$ cat src/common/ail_params.svh
// register map, field positions, reset values and widths of the limit and stop interlock
`ifndef AIL_PARAMS_SVH
`define AIL_PARAMS_SVH
`define AIL_CW 32
`define AIL_CFG 8'h00
`define AIL_CTRL 8'h04
`define AIL_OUT 8'h08
`define AIL_STAT 8'h0C
`define AIL_NOSE 8'h10
`define AIL_MECH 8'h28
`define AIL_END 8'h40
`define AIL_HLD 0
`define AIL_LVL 1
`define AIL_STM 2
`define AIL_MSE 3
`define AIL_NSE 4
`define AIL_SCP 5
`define AIL_CSE 6
`define AIL_RSTQ 0
`define AIL_MREQ 8
`define AIL_CFG_RST 8'h1B
`define AIL_LPOS_RST 32'h7FFFFFFF
`define AIL_LNEG_RST 32'h80000000
`endif

$ cat src/common/ail_pkg.sv
// types shared by the limit and stop interlock
`include "ail_params.svh"
package ail_pkg;
    typedef logic [2:0][`AIL_CW-1:0] ail_vec_t;
    typedef logic [5:0][`AIL_CW-1:0] ail_lim_t;
    typedef enum logic [5:0] {
        AIL_EDIT = 6'h01, AIL_MAN = 6'h02, AIL_AUTO = 6'h04,
        AIL_DIAG = 6'h08, AIL_PARM = 6'h10, AIL_OFFS = 6'h20
    } ail_mode_e;
    typedef enum logic [1:0] {AIL_CS_IDLE = 2'h1, AIL_CS_RUN = 2'h2} ail_cs_e;
    typedef struct packed {
        logic [2:0] pos;
        logic [2:0] neg;
    } ail_jog_s;
    typedef struct packed {
        logic spindle;
        logic coolant;
        logic lube;
        logic chuck;
        logic tailstock;
        logic tool_fwd;
        logic tool_rev;
    } ail_aux_s;
    typedef struct packed {
        logic dry_run_exit;
        logic rapid_to_feed;
        logic prog_init;
        logic timer_restart;
    } ail_rel_s;
    typedef struct packed {
        logic [1:0] s1_lim;
        logic [1:0] s2_lim;
        logic s1_es;
        logic s2_es;
        logic [7:0] cfg;
        ail_lim_t nose_lim;
        ail_lim_t mech_lim;
        ail_aux_s aux;
        logic delay;
        logic hl_pos;
        logic hl_neg;
        logic mech_p;
        logic mech_n;
        logic nose_p;
        logic nose_n;
        logic es_act;
        logic es_show;
        ail_mode_e mode;
        ail_mode_e saved;
        logic chuck_clamp;
        logic tail_adv;
        logic [3:0] unsure;
        logic seq_abort;
        ail_cs_e cs;
        logic cs_start;
        logic cs_abort;
        logic hard_stop;
        logic decel_stop;
        logic prog_halt;
        logic pos_block;
        logic neg_block;
        ail_rel_s rel;
        logic [31:0] rdata;
        logic ready;
        logic err;
    } ail_st_s;
endpackage

$ cat src/hw/ail_interlock.sv
// limit, soft-limit and emergency-stop interlock with an APB register slave
//
// The placing of the registers and the APB interface to the registers were decided locally.
`timescale 1ns/1ps
`include "ail_params.svh"
// Function
// - hard limits checked only when detection enabled
// - level one: open series chain raises alarm
// - level zero: closed parallel switch raises alarm
// - mode bit selects hard-limit reaction
// - mode one halts abruptly on limit
// - limit hit stops feed, halts program, aux kept
// - positive alarm blocks positive motion, vice versa
// - machine coordinate outside stroke raises alarm
// - nose coordinate outside stroke raises alarm
// - soft-limit crossing decelerates axes to stop
// - opposite manual motion clears overtravel alarm
// - six nose stroke limits, Z X Y
// - six mechanical stroke limits, Z X Y
// - separate enables for mechanical, nose soft limits
// - stop input halts feed, spindle, coolant, lube
// - reset after release restores previous mode
// - held stop refuses manual, auto, diagnosis
// - stop stores chuck released, tailstock retracted
// - stop aborts sequences, marks positions uncertain
// - delay output held during stop
// - scope bit picks cleared output set
// - release leaves dry run, rapid, restores init
// - release restarts pressure and lube timers
// - custom stop sequence runs once if enabled and stopped in manual or auto
// - custom sequence aborts on alarm or step stop
module ail_interlock (
    input wire logic pclk,
    input wire logic presetn,
    input wire logic psel,
    input wire logic penable,
    input wire logic pwrite,
    input wire logic [7:0] paddr,
    input wire logic [31:0] pwdata,
    output logic [31:0] prdata,
    output logic pready,
    output logic pslverr,
    input wire logic pos_limit_in,
    input wire logic neg_limit_in,
    input wire logic emergency_stop_in,
    input wire ail_pkg::ail_vec_t mach_crd,
    input wire ail_pkg::ail_vec_t nose_crd,
    input wire ail_pkg::ail_jog_s jog,
    input wire logic [3:0] seq_busy,
    input wire logic [3:0] seq_done,
    input wire logic foot_chuck,
    input wire logic foot_tail,
    input wire logic cust_present,
    input wire logic cust_step_stop,
    input wire logic cust_done,
    output ail_pkg::ail_aux_s aux_out,
    output logic delay_interface_out,
    output logic hard_stop,
    output logic decel_stop,
    output logic prog_halt,
    output logic pos_block,
    output logic neg_block,
    output logic estop_alarm,
    output logic seq_abort,
    output logic [3:0] pos_uncertain,
    output logic chuck_clamp_state,
    output logic tailstock_advance_state,
    output ail_pkg::ail_rel_s release_act,
    output logic cust_start,
    output logic cust_abort,
    output logic cust_run
);
    import ail_pkg::*;

    ail_st_s st;
    ail_st_s next_st;

    // {above, below} over all three axes; limits stored pos then neg per axis
    function automatic logic [1:0] out_rng(ail_vec_t c, ail_lim_t l);
        logic [1:0] r;
        r = 2'h0;
        for (int a = 0; a < 3; a++) begin
            if ($signed(c[a]) > $signed(l[2*a])) begin
                r[1] = 1'b1;
            end
            if ($signed(c[a]) < $signed(l[2*a+1])) begin
                r[0] = 1'b1;
            end
        end
        return r;
    endfunction

    logic lim_p, lim_n, es_in, man, hit_p, hit_n, clr_p, clr_n;
    logic wr, rd_setup, es_enter, rst_req, alarm_any, mapped;
    logic [1:0] m_rng, n_rng;
    logic [5:0] idx;

    always_comb begin
        next_st = st;
        lim_p = st.s2_lim[1];
        lim_n = st.s2_lim[0];
        es_in = st.s2_es;
        man = (st.mode == AIL_MAN);
        idx = paddr[7:2];
        mapped = (paddr < `AIL_END) && (paddr[1:0] == 2'h0);
        wr = psel && penable && pwrite && st.ready && mapped;
        rd_setup = psel && !penable;
        rst_req = wr && (paddr == `AIL_CTRL) && pwdata[`AIL_RSTQ];
        // two stages before any use; stage one feeds only stage two
        next_st.s1_lim = {pos_limit_in, neg_limit_in};
        next_st.s2_lim = st.s1_lim;
        next_st.s1_es = emergency_stop_in;
        next_st.s2_es = st.s1_es;

        hit_p = st.cfg[`AIL_LVL] ? lim_p : !lim_p;
        hit_n = st.cfg[`AIL_LVL] ? lim_n : !lim_n;
        // moving away in manual clears; still on the switch re-sets at once
        clr_p = man && (|jog.neg);
        clr_n = man && (|jog.pos);
        next_st.hl_pos = st.cfg[`AIL_HLD] && (hit_p || (st.hl_pos && !clr_p));
        next_st.hl_neg = st.cfg[`AIL_HLD] && (hit_n || (st.hl_neg && !clr_n));

        m_rng = out_rng(mach_crd, st.mech_lim);
        n_rng = out_rng(nose_crd, st.nose_lim);
        next_st.mech_p = st.cfg[`AIL_MSE] && (m_rng[1] || (st.mech_p && !clr_p));
        next_st.mech_n = st.cfg[`AIL_MSE] && (m_rng[0] || (st.mech_n && !clr_n));
        next_st.nose_p = st.cfg[`AIL_NSE] && (n_rng[1] || (st.nose_p && !clr_p));
        next_st.nose_n = st.cfg[`AIL_NSE] && (n_rng[0] || (st.nose_n && !clr_n));

        next_st.pos_block = st.hl_pos || st.mech_p || st.nose_p;
        next_st.neg_block = st.hl_neg || st.mech_n || st.nose_n;
        // abrupt halt loses position; decel is the gentler choice
        next_st.hard_stop = ((st.hl_pos || st.hl_neg) && st.cfg[`AIL_STM]) || st.es_act;
        next_st.decel_stop = st.mech_p || st.mech_n || st.nose_p || st.nose_n
            || ((st.hl_pos || st.hl_neg) && !st.cfg[`AIL_STM]);
        next_st.prog_halt = st.hl_pos || st.hl_neg || st.es_act;
        alarm_any = st.hl_pos || st.hl_neg || st.mech_p || st.mech_n || st.nose_p || st.nose_n;

        next_st.seq_abort = 1'b0;
        next_st.cs_start = 1'b0;
        next_st.cs_abort = 1'b0;
        next_st.rel = '0;

        // software aux writes; hard-limit hits leave these alone
        if (wr && paddr == `AIL_OUT) begin
            next_st.aux = ail_aux_s'(pwdata[6:0]);
            if (!st.es_act) begin
                next_st.delay = pwdata[7];
            end
        end
        if (wr && paddr == `AIL_CFG) begin
            next_st.cfg = pwdata[7:0];
        end
        if (wr && idx >= 6'(`AIL_NOSE >> 2) && idx < 6'(`AIL_MECH >> 2)) begin
            next_st.nose_lim[3'(idx - 6'(`AIL_NOSE >> 2))] = pwdata;
        end
        if (wr && idx >= 6'(`AIL_MECH >> 2) && idx < 6'(`AIL_END >> 2)) begin
            next_st.mech_lim[3'(idx - 6'(`AIL_MECH >> 2))] = pwdata;
        end

        // mode requests; while stopped only edit, parameter, offset after reset
        if (wr && paddr == `AIL_CTRL && !rst_req) begin
            unique case (pwdata[`AIL_MREQ+:6])
                AIL_MAN, AIL_AUTO, AIL_DIAG: begin
                    if (!st.es_act && !es_in) begin
                        next_st.mode = ail_mode_e'(pwdata[`AIL_MREQ+:6]);
                    end
                end
                AIL_EDIT, AIL_PARM, AIL_OFFS: begin
                    if (!st.es_show) begin
                        next_st.mode = ail_mode_e'(pwdata[`AIL_MREQ+:6]);
                    end
                end
                default: begin
                end
            endcase
        end

        if (foot_chuck && !st.es_act) begin
            next_st.chuck_clamp = !st.chuck_clamp;
        end
        if (foot_tail && !st.es_act) begin
            next_st.tail_adv = !st.tail_adv;
        end
        for (int i = 0; i < 4; i++) begin
            if (seq_done[i] && !st.es_act) begin
                next_st.unsure[i] = 1'b0;
            end
        end

        es_enter = es_in && !st.es_act;
        if (es_enter) begin
            next_st.es_act = 1'b1;
            next_st.es_show = 1'b1;
            next_st.saved = st.mode;
            next_st.chuck_clamp = 1'b0;
            next_st.tail_adv = 1'b0;
            next_st.unsure = next_st.unsure | seq_busy;
            next_st.seq_abort = |seq_busy;
            if ((man || st.mode == AIL_AUTO) && st.cfg[`AIL_CSE] && cust_present) begin
                next_st.cs = AIL_CS_RUN;
                next_st.cs_start = 1'b1;
            end
        end
        if (st.es_act) begin
            // output clamp runs every cycle so software cannot reopen them
            next_st.aux.spindle = 1'b0;
            next_st.aux.coolant = 1'b0;
            next_st.aux.lube = 1'b0;
            next_st.aux.tool_fwd = 1'b0;
            next_st.aux.tool_rev = 1'b0;
            if (st.cfg[`AIL_SCP]) begin
                next_st.aux.chuck = 1'b0;
                next_st.aux.tailstock = 1'b0;
            end
            if (rst_req) begin
                next_st.es_show = 1'b0;
                if (!es_in) begin
                    next_st.es_act = 1'b0;
                    next_st.mode = st.saved;
                    next_st.rel = '1;
                end
            end
        end

        unique case (st.cs)
            AIL_CS_IDLE: begin
            end
            AIL_CS_RUN: begin
                if (alarm_any || cust_step_stop) begin
                    next_st.cs = AIL_CS_IDLE;
                    next_st.cs_abort = 1'b1;
                end else if (cust_done) begin
                    next_st.cs = AIL_CS_IDLE;
                end
            end
        endcase

        // zero wait states: data and answer flopped in the setup cycle
        next_st.ready = rd_setup && !st.ready;
        if (rd_setup) begin
            next_st.err = !mapped;
            next_st.rdata = 32'h0;
            if (mapped) begin
                if (paddr == `AIL_CFG) begin
                    next_st.rdata = {24'h0, st.cfg};
                end else if (paddr == `AIL_CTRL) begin
                    next_st.rdata = {18'h0, st.mode, 8'h0};
                end else if (paddr == `AIL_OUT) begin
                    next_st.rdata = {24'h0, st.delay, st.aux};
                end else if (paddr == `AIL_STAT) begin
                    next_st.rdata = {10'h0, st.mode, st.s2_es, st.tail_adv, st.chuck_clamp,
                        st.cs == AIL_CS_RUN, st.unsure, st.es_show, st.es_act, st.nose_n,
                        st.nose_p, st.mech_n, st.mech_p, st.hl_neg, st.hl_pos};
                end else if (idx < 6'(`AIL_MECH >> 2)) begin
                    next_st.rdata = st.nose_lim[3'(idx - 6'(`AIL_NOSE >> 2))];
                end else begin
                    next_st.rdata = st.mech_lim[3'(idx - 6'(`AIL_MECH >> 2))];
                end
            end
        end
    end

    always_ff @(posedge pclk or negedge presetn) begin
        if (!presetn) begin
            st <= '0;
            st.cfg <= `AIL_CFG_RST;
            st.mode <= AIL_EDIT;
            st.saved <= AIL_EDIT;
            st.cs <= AIL_CS_IDLE;
            for (int i = 0; i < 3; i++) begin
                st.nose_lim[2*i] <= `AIL_LPOS_RST;
                st.nose_lim[2*i+1] <= `AIL_LNEG_RST;
                st.mech_lim[2*i] <= `AIL_LPOS_RST;
                st.mech_lim[2*i+1] <= `AIL_LNEG_RST;
            end
        end else begin
            st <= next_st;
        end
    end

    assign prdata = st.rdata;
    assign pready = st.ready;
    assign pslverr = st.err;
    assign aux_out = st.aux;
    assign delay_interface_out = st.delay;
    assign hard_stop = st.hard_stop;
    assign decel_stop = st.decel_stop;
    assign prog_halt = st.prog_halt;
    assign pos_block = st.pos_block;
    assign neg_block = st.neg_block;
    assign estop_alarm = st.es_show;
    assign seq_abort = st.seq_abort;
    assign pos_uncertain = st.unsure;
    assign chuck_clamp_state = st.chuck_clamp;
    assign tailstock_advance_state = st.tail_adv;
    assign release_act = st.rel;
    assign cust_start = st.cs_start;
    assign cust_abort = st.cs_abort;
    assign cust_run = st.cs[1];
endmodule

$ cat config.mk
export PLATFORM = sky130hd
export DESIGN_NAME = ail_interlock
export DESIGN_NICKNAME = d
export VERILOG_FILES = /design/src/common/ail_pkg.sv /design/src/hw/ail_interlock.sv
export VERILOG_INCLUDE_DIRS = /design/src /design/src/common
export SDC_FILE = /design/constraint.sdc
export NUM_CORES = 1
export LEC_CHECK = 0
export BUFFER_PORTS_ARGS = -buffer_cell sky130_fd_sc_hd__buf_4
export CAP_MARGIN = 20
export CORE_MARGIN = 4
export CORE_UTILIZATION = 30
export CTS_BUF_LIST = sky130_fd_sc_hd__clkbuf_4 sky130_fd_sc_hd__clkbuf_8
export DETAILED_ROUTE_END_ITERATION = 8
export HOLD_SLACK_MARGIN = 0.02
export PLACE_DENSITY_LB_ADDON = 0.2
export SETUP_SLACK_MARGIN = 0.3
export SLEW_MARGIN = 40
export SYNTH_ARGS = -nofsm -noshare
export SYNTH_HDL_FRONTEND = slang
export SYNTH_SLANG_ARGS = --single-unit
$ cat constraint.sdc
create_clock -name pclk -period 3.6 [get_ports pclk]
set_input_delay 0.72 -clock pclk [delete_from_list [all_inputs] [get_ports pclk]]
set_output_delay 0.72 -clock pclk [all_outputs]
set_load 0.01 [all_outputs]
# Word level (Yosys, flattened, before mapping)
# Index checks and enable logic that the tools add are counted.
dict set report classes {
  n_eq_ne 12
  muxes 59
  n_addsub 2
  bitwise_logic 2
  reduce_logical 91
  n_lt_le_gt_ge 21
}
# operator n
set ops {}
lappend ops {{bitwise mux 192 bit} 2}
lappend ops {{two-way mux 32 bit} 10}
lappend ops {{binary-select mux 32 bit (select 3 bit)} 2}
lappend ops {{demux 32 bit (select 3 bit)} 2}
lappend ops {{> comparator 32 bit} 6}
lappend ops {{less-than comparator 32 bit} 6}
lappend ops {{logical AND 1 bit} 44}
lappend ops {{two-way mux 1 bit} 24}
lappend ops {{two-way mux 6 bit} 4}
lappend ops {{two-way mux 8 bit} 3}
lappend ops {{logical OR 1 bit} 23}
lappend ops {{== test 8 x 4 -> 1 bit (second input constant)} 2}
lappend ops {{zero test 1 bit} 13}
lappend ops {{== test 6 x 2 -> 1 bit (second input constant)} 2}
lappend ops {{== test 6 x 3 -> 1 bit (second input constant)} 2}
lappend ops {{two-way mux 4 bit} 3}
lappend ops {{case mux 6 bit (2 select lines)} 1}
lappend ops {{OR reduction 3 bit} 4}
lappend ops {{two-way mux 10 bit} 1}
lappend ops {{two-way mux 2 bit} 5}
lappend ops {{== test 8 x 3 -> 1 bit (second input constant)} 1}
lappend ops {{zero test 8 bit} 1}
lappend ops {{less-than comparator 3 x 4 -> 1 bit (second input constant)} 2}
lappend ops {{less-than comparator 8 x 7 -> 1 bit (second input constant)} 1}
lappend ops {{other kinds (20)} 23}
dict set report totals {
  elab_cells 241
  inputBits 259
  register_bits 480
}

# Longest topological paths before layout
dict set report logic_depth {
  ltp_word 12
  mapped_depth 12
  ltp_nobuf 10
}

# Least setup slack after synthesis
# Ideal clock, no wire load.
dict set report synth_path {
  kind {input -> register}
  start {input mach_crd[9] (netlist name)}
  end {register st[71] (netlist name)}
  setup_time_ns 0.142
  arrival_ns 2.619
  stages 8
  path_slack_ns 0.839
  cell_sequence {ha_1 -> a21o_1 -> a221o_1 -> a221oi_1 -> a21boi_1 -> or4b_1 -> a32oi_1 -> o211ai_1}
}
# item line
set synth_lines {}
lappend synth_lines {{start: declaration} ail_interlock.sv:46} ;# input wire ail_pkg::ail_vec_t mach_crd,
lappend synth_lines {{end signal: assignment} ail_interlock.sv:278} ;# st <= next_st;
lappend synth_lines {{end: declaration} ail_interlock.sv:75} ;# ail_st_s st;

==> flow_metrics.env <==
export IMPL_fin_area_um2=37600
export IMPL_drv_slew=0
export IMPL_antenna_found_initial=18
export IMPL_grt_usage=0.202
export IMPL_startpoint="st[401]"
export IMPL_drive_above_1_share=0.365
export IMPL_postSynthCellCount=2959
export IMPL_drt_pass1_iter_count=5
export IMPL_cp_end_kind="register"
export IMPL_top_level_ports=321
export IMPL_cts_inserted_buffers=90
export IMPL_first_global_vias=24700
export IMPL_synth_top_area_cell="dfrtp_1"
export IMPL_finalSetupViolCount=0
export IMPL_hold_start="emergency_stop_in"
export IMPL_initial_core_util=0.303
export IMPL_clock_skew_ns=0.0412
export IMPL_synth_cell_types=73
export IMPL_final_cells=4740
export IMPL_overflow=0
export IMPL_via_count=23700
export IMPL_place_ws_ns=0.177
export IMPL_grt_max_degree=76
export IMPL_startpoint_type="register"
export IMPL_r2r_start="st[401]"
export IMPL_post_route_drc_count=0
export IMPL_status="complete, no violations"
export IMPL_wl_per_cell_um=23.9
export IMPL_die_w_um=332
export IMPL_finalNetCount=3916
export IMPL_cpMaxStageDelayCell="dfstp_2"
export IMPL_cts_resized=0
export IMPL_insertion_delay_ns=0.70
export IMPL_ys_ff_latch=477
export IMPL_fp_dieH_um=332
export IMPL_cp_buffers_inverters=1
export IMPL_drt_iter0_drc=1566
export IMPL_port_buffers=320
export IMPL_area_delta_synth_final_pct=19.4
export IMPL_synth_area_um2=31500
export IMPL_ir_drop_mv=0.239
export IMPL_period_needed_ns=3.02
export IMPL_placed_area_um2=35500
export IMPL_clk_transition_reported_paths_ns=0.06
export IMPL_avgSynthCellArea_um2=10.6
export IMPL_ys_seq_area_frac=0.387
export IMPL_synth_top_cells_by_area="dfrtp_1 (22%), dfstp_2 (17%), ha_1 (15%)"
export IMPL_synth_edf_count=0
export IMPL_pwr_density_cell_nw_per_um2=347
export IMPL_cts_tree="built"
export IMPL_fmax_ghz=0.331
export IMPL_fin_ws_ns=0.576
export IMPL_rsz0062_at_grt="false"
export IMPL_grt_pass1_wl_mm=166
export IMPL_mappedNetlistNets=3601
export IMPL_gp_congestion=0.849
export IMPL_clock_sinks=477
export IMPL_critPathTopFamily="simple AND/OR/NAND/NOR gates"
export IMPL_placementRows=118
export IMPL_dpl_hpwl_mm=88.5
export IMPL_worstPathArrival_ns=3.59
export IMPL_leakagePower_nw=16.6
export IMPL_post_drt_via_cell_ratio=4.99
export IMPL_crit_type="reg2reg"
export IMPL_cts_root_buf="clkbuf_8"
export IMPL_hold_violations=0
export IMPL_crit_chain="inv_1 -> ha_1 -> nand4_1 -> or3_1 -> a211o_1 -> a31oi_1 -> nor3_1 -> or4_1 -> o21a_1"
export IMPL_detail_route_antenna_nets=0
export IMPL_slew_headroom=0.517
export IMPL_dp_cells=4561
export IMPL_synth_warning_count=0
export IMPL_max_stage_delay_ns=0.54
export IMPL_synthArstFlopShare=1.00
export IMPL_worstPathRequired_ns=4.16
export IMPL_hold_class="in2reg"
export IMPL_worst_pin_slew_ns=0.725
export IMPL_synth_top_area_share=0.221
export IMPL_htreeDepth=3
export IMPL_cts_path_max_buffers=3
export IMPL_core_area_um2=104000
export IMPL_die_area_um2=110000
export IMPL_finalWirelength_mm=113
export IMPL_ys_flop_type="dfrtp_1"
export IMPL_crit_fanout=3
export IMPL_finalSetupTns_ns=0
export IMPL_post_route_period_util=0.840
export IMPL_cap_violations=0
[kinds of logic after synthesis]
family                   after synthesis  synth area share
adder cells (fa/ha/maj)              383             0.152
AND/OR/NAND/NOR                      471            0.0721
buffers and inverters                571            0.0763
multiplexers                         515             0.205
flip-flops                           477             0.387
XOR/XNOR                               6           0.00167
AO/OA/AOI/OAI                        536             0.106
[cells in the mapped netlist (all sizes together), types with 7 or more instances]
library cell and n:
a2111oi 7, a211oi 16, a21o 49, a21oi 224, a221oi 38, a22o 22, a22oi 7, buf 113
clkbuf 67, dfrtp 278, dfstp 199, ha 383, inv 391, mux2 394, mux2i 57, mux4 64
nand2 162, nand2b 13, nand3 37, nand4 61, nor2 100, nor2b 15, nor3 28, nor4 17
o211ai 15, o21a 8, o21ai 108, or3 8, or4 8
[routing by layer]
metal,GRT usage,wire length [um],up-vias
met5,0,68,-
met4,0.0602,3020,10
met3,0.0411,6090,141
met2,0.330,52600,537
met1,0.270,51700,11800
li1,-,-,11200
[placed cells by master, fill, tap and decap left out, types with 14 or more instances in the layout]
master	count
mux2_1	16
mux4_2	64
nand2_1	162
nor2_1	98
a21oi_1	224
dfstp_2	199
a221oi_1	38
o21ai_0	107
a22o_1	22
nand4_1	61
mux2_2	378
nand3_1	37
nor2b_1	15
inv_1	390
clkbuf_8	117
nor3_1	26
ha_1	383
clkbuf_4	31
diode_2	14
buf_4	388
mux2i_1	57
a21o_1	49
a211oi_1	16
nor4_1	16
dfrtp_1	278
o211ai_1	15
[registers in the layout (all words and copies together) (netlist names), 3 cells and up]
register,count
aux_out,7
next_st,3
prdata,32
pos_uncertain,4
st,412
[worst register-to-register path, cell delays in order, from the launching register on]
cell and delay [ns]:
dfstp_2 0.54, inv_1 0.04, ha_1 0.33, nand4_1 0.15, or3_1 0.45, a211o_1 0.27
a31oi_1 0.33, nor3_1 0.09, or4_1 0.51, o21a_1 0.20
[per-stage QoR]
stage | util | total power, mW | hold WS [ns]
after floorplan | - | 6.20 | 0.331
after global placement | 0.342 | 7.04 | 0.335
after detailed placement | 0.342 | 7.05 | 0.338
after CTS | 0.362 | 13.2 | 0.0698
after global routing | 0.362 | 13.6 | 0.0980
final | 0.362 | 13.0 | 0.140
[where the power goes]
part	switching (mW)	leakage, nW	internal, mW
combinational	0.901	9.60	0.604
sequential	0.0250	5.88	5.41
clock	2.52	1.09	3.56
total	3.45	16.6	9.57
[what timing repair did]
action	CTS	global route
endpoints found under the hold margin	2	0
buffers inserted	0	0
hold buffers	1	0
[final timing paths]
check                               end  slack [ns]  depth (start not counted)
min reg2reg                       lim_p        0.35                          0
min in group asynchronous     prdata[7]        0.66                          2
min                        next_st[474]        0.14                          1
max reg2reg                      st[68]        0.58                          9
max in group asynchronous       st[366]        1.99                          3
max                              st[68]        0.58                          9
[layout make-up]
cell class | instances | area (um^2)
multi-input cells | 1911 | 16900
well taps | 1380 | 1730
inverters | 391 | 1470
clock inverters | 17 | 216
flip-flops and latches | 477 | 12200
repair buffers | 403 | 3190
fillers | 10500 | 66200
clock buffers | 147 | 1830
diodes | 14 | 35.0
Power figures use the tool's default switching activity.
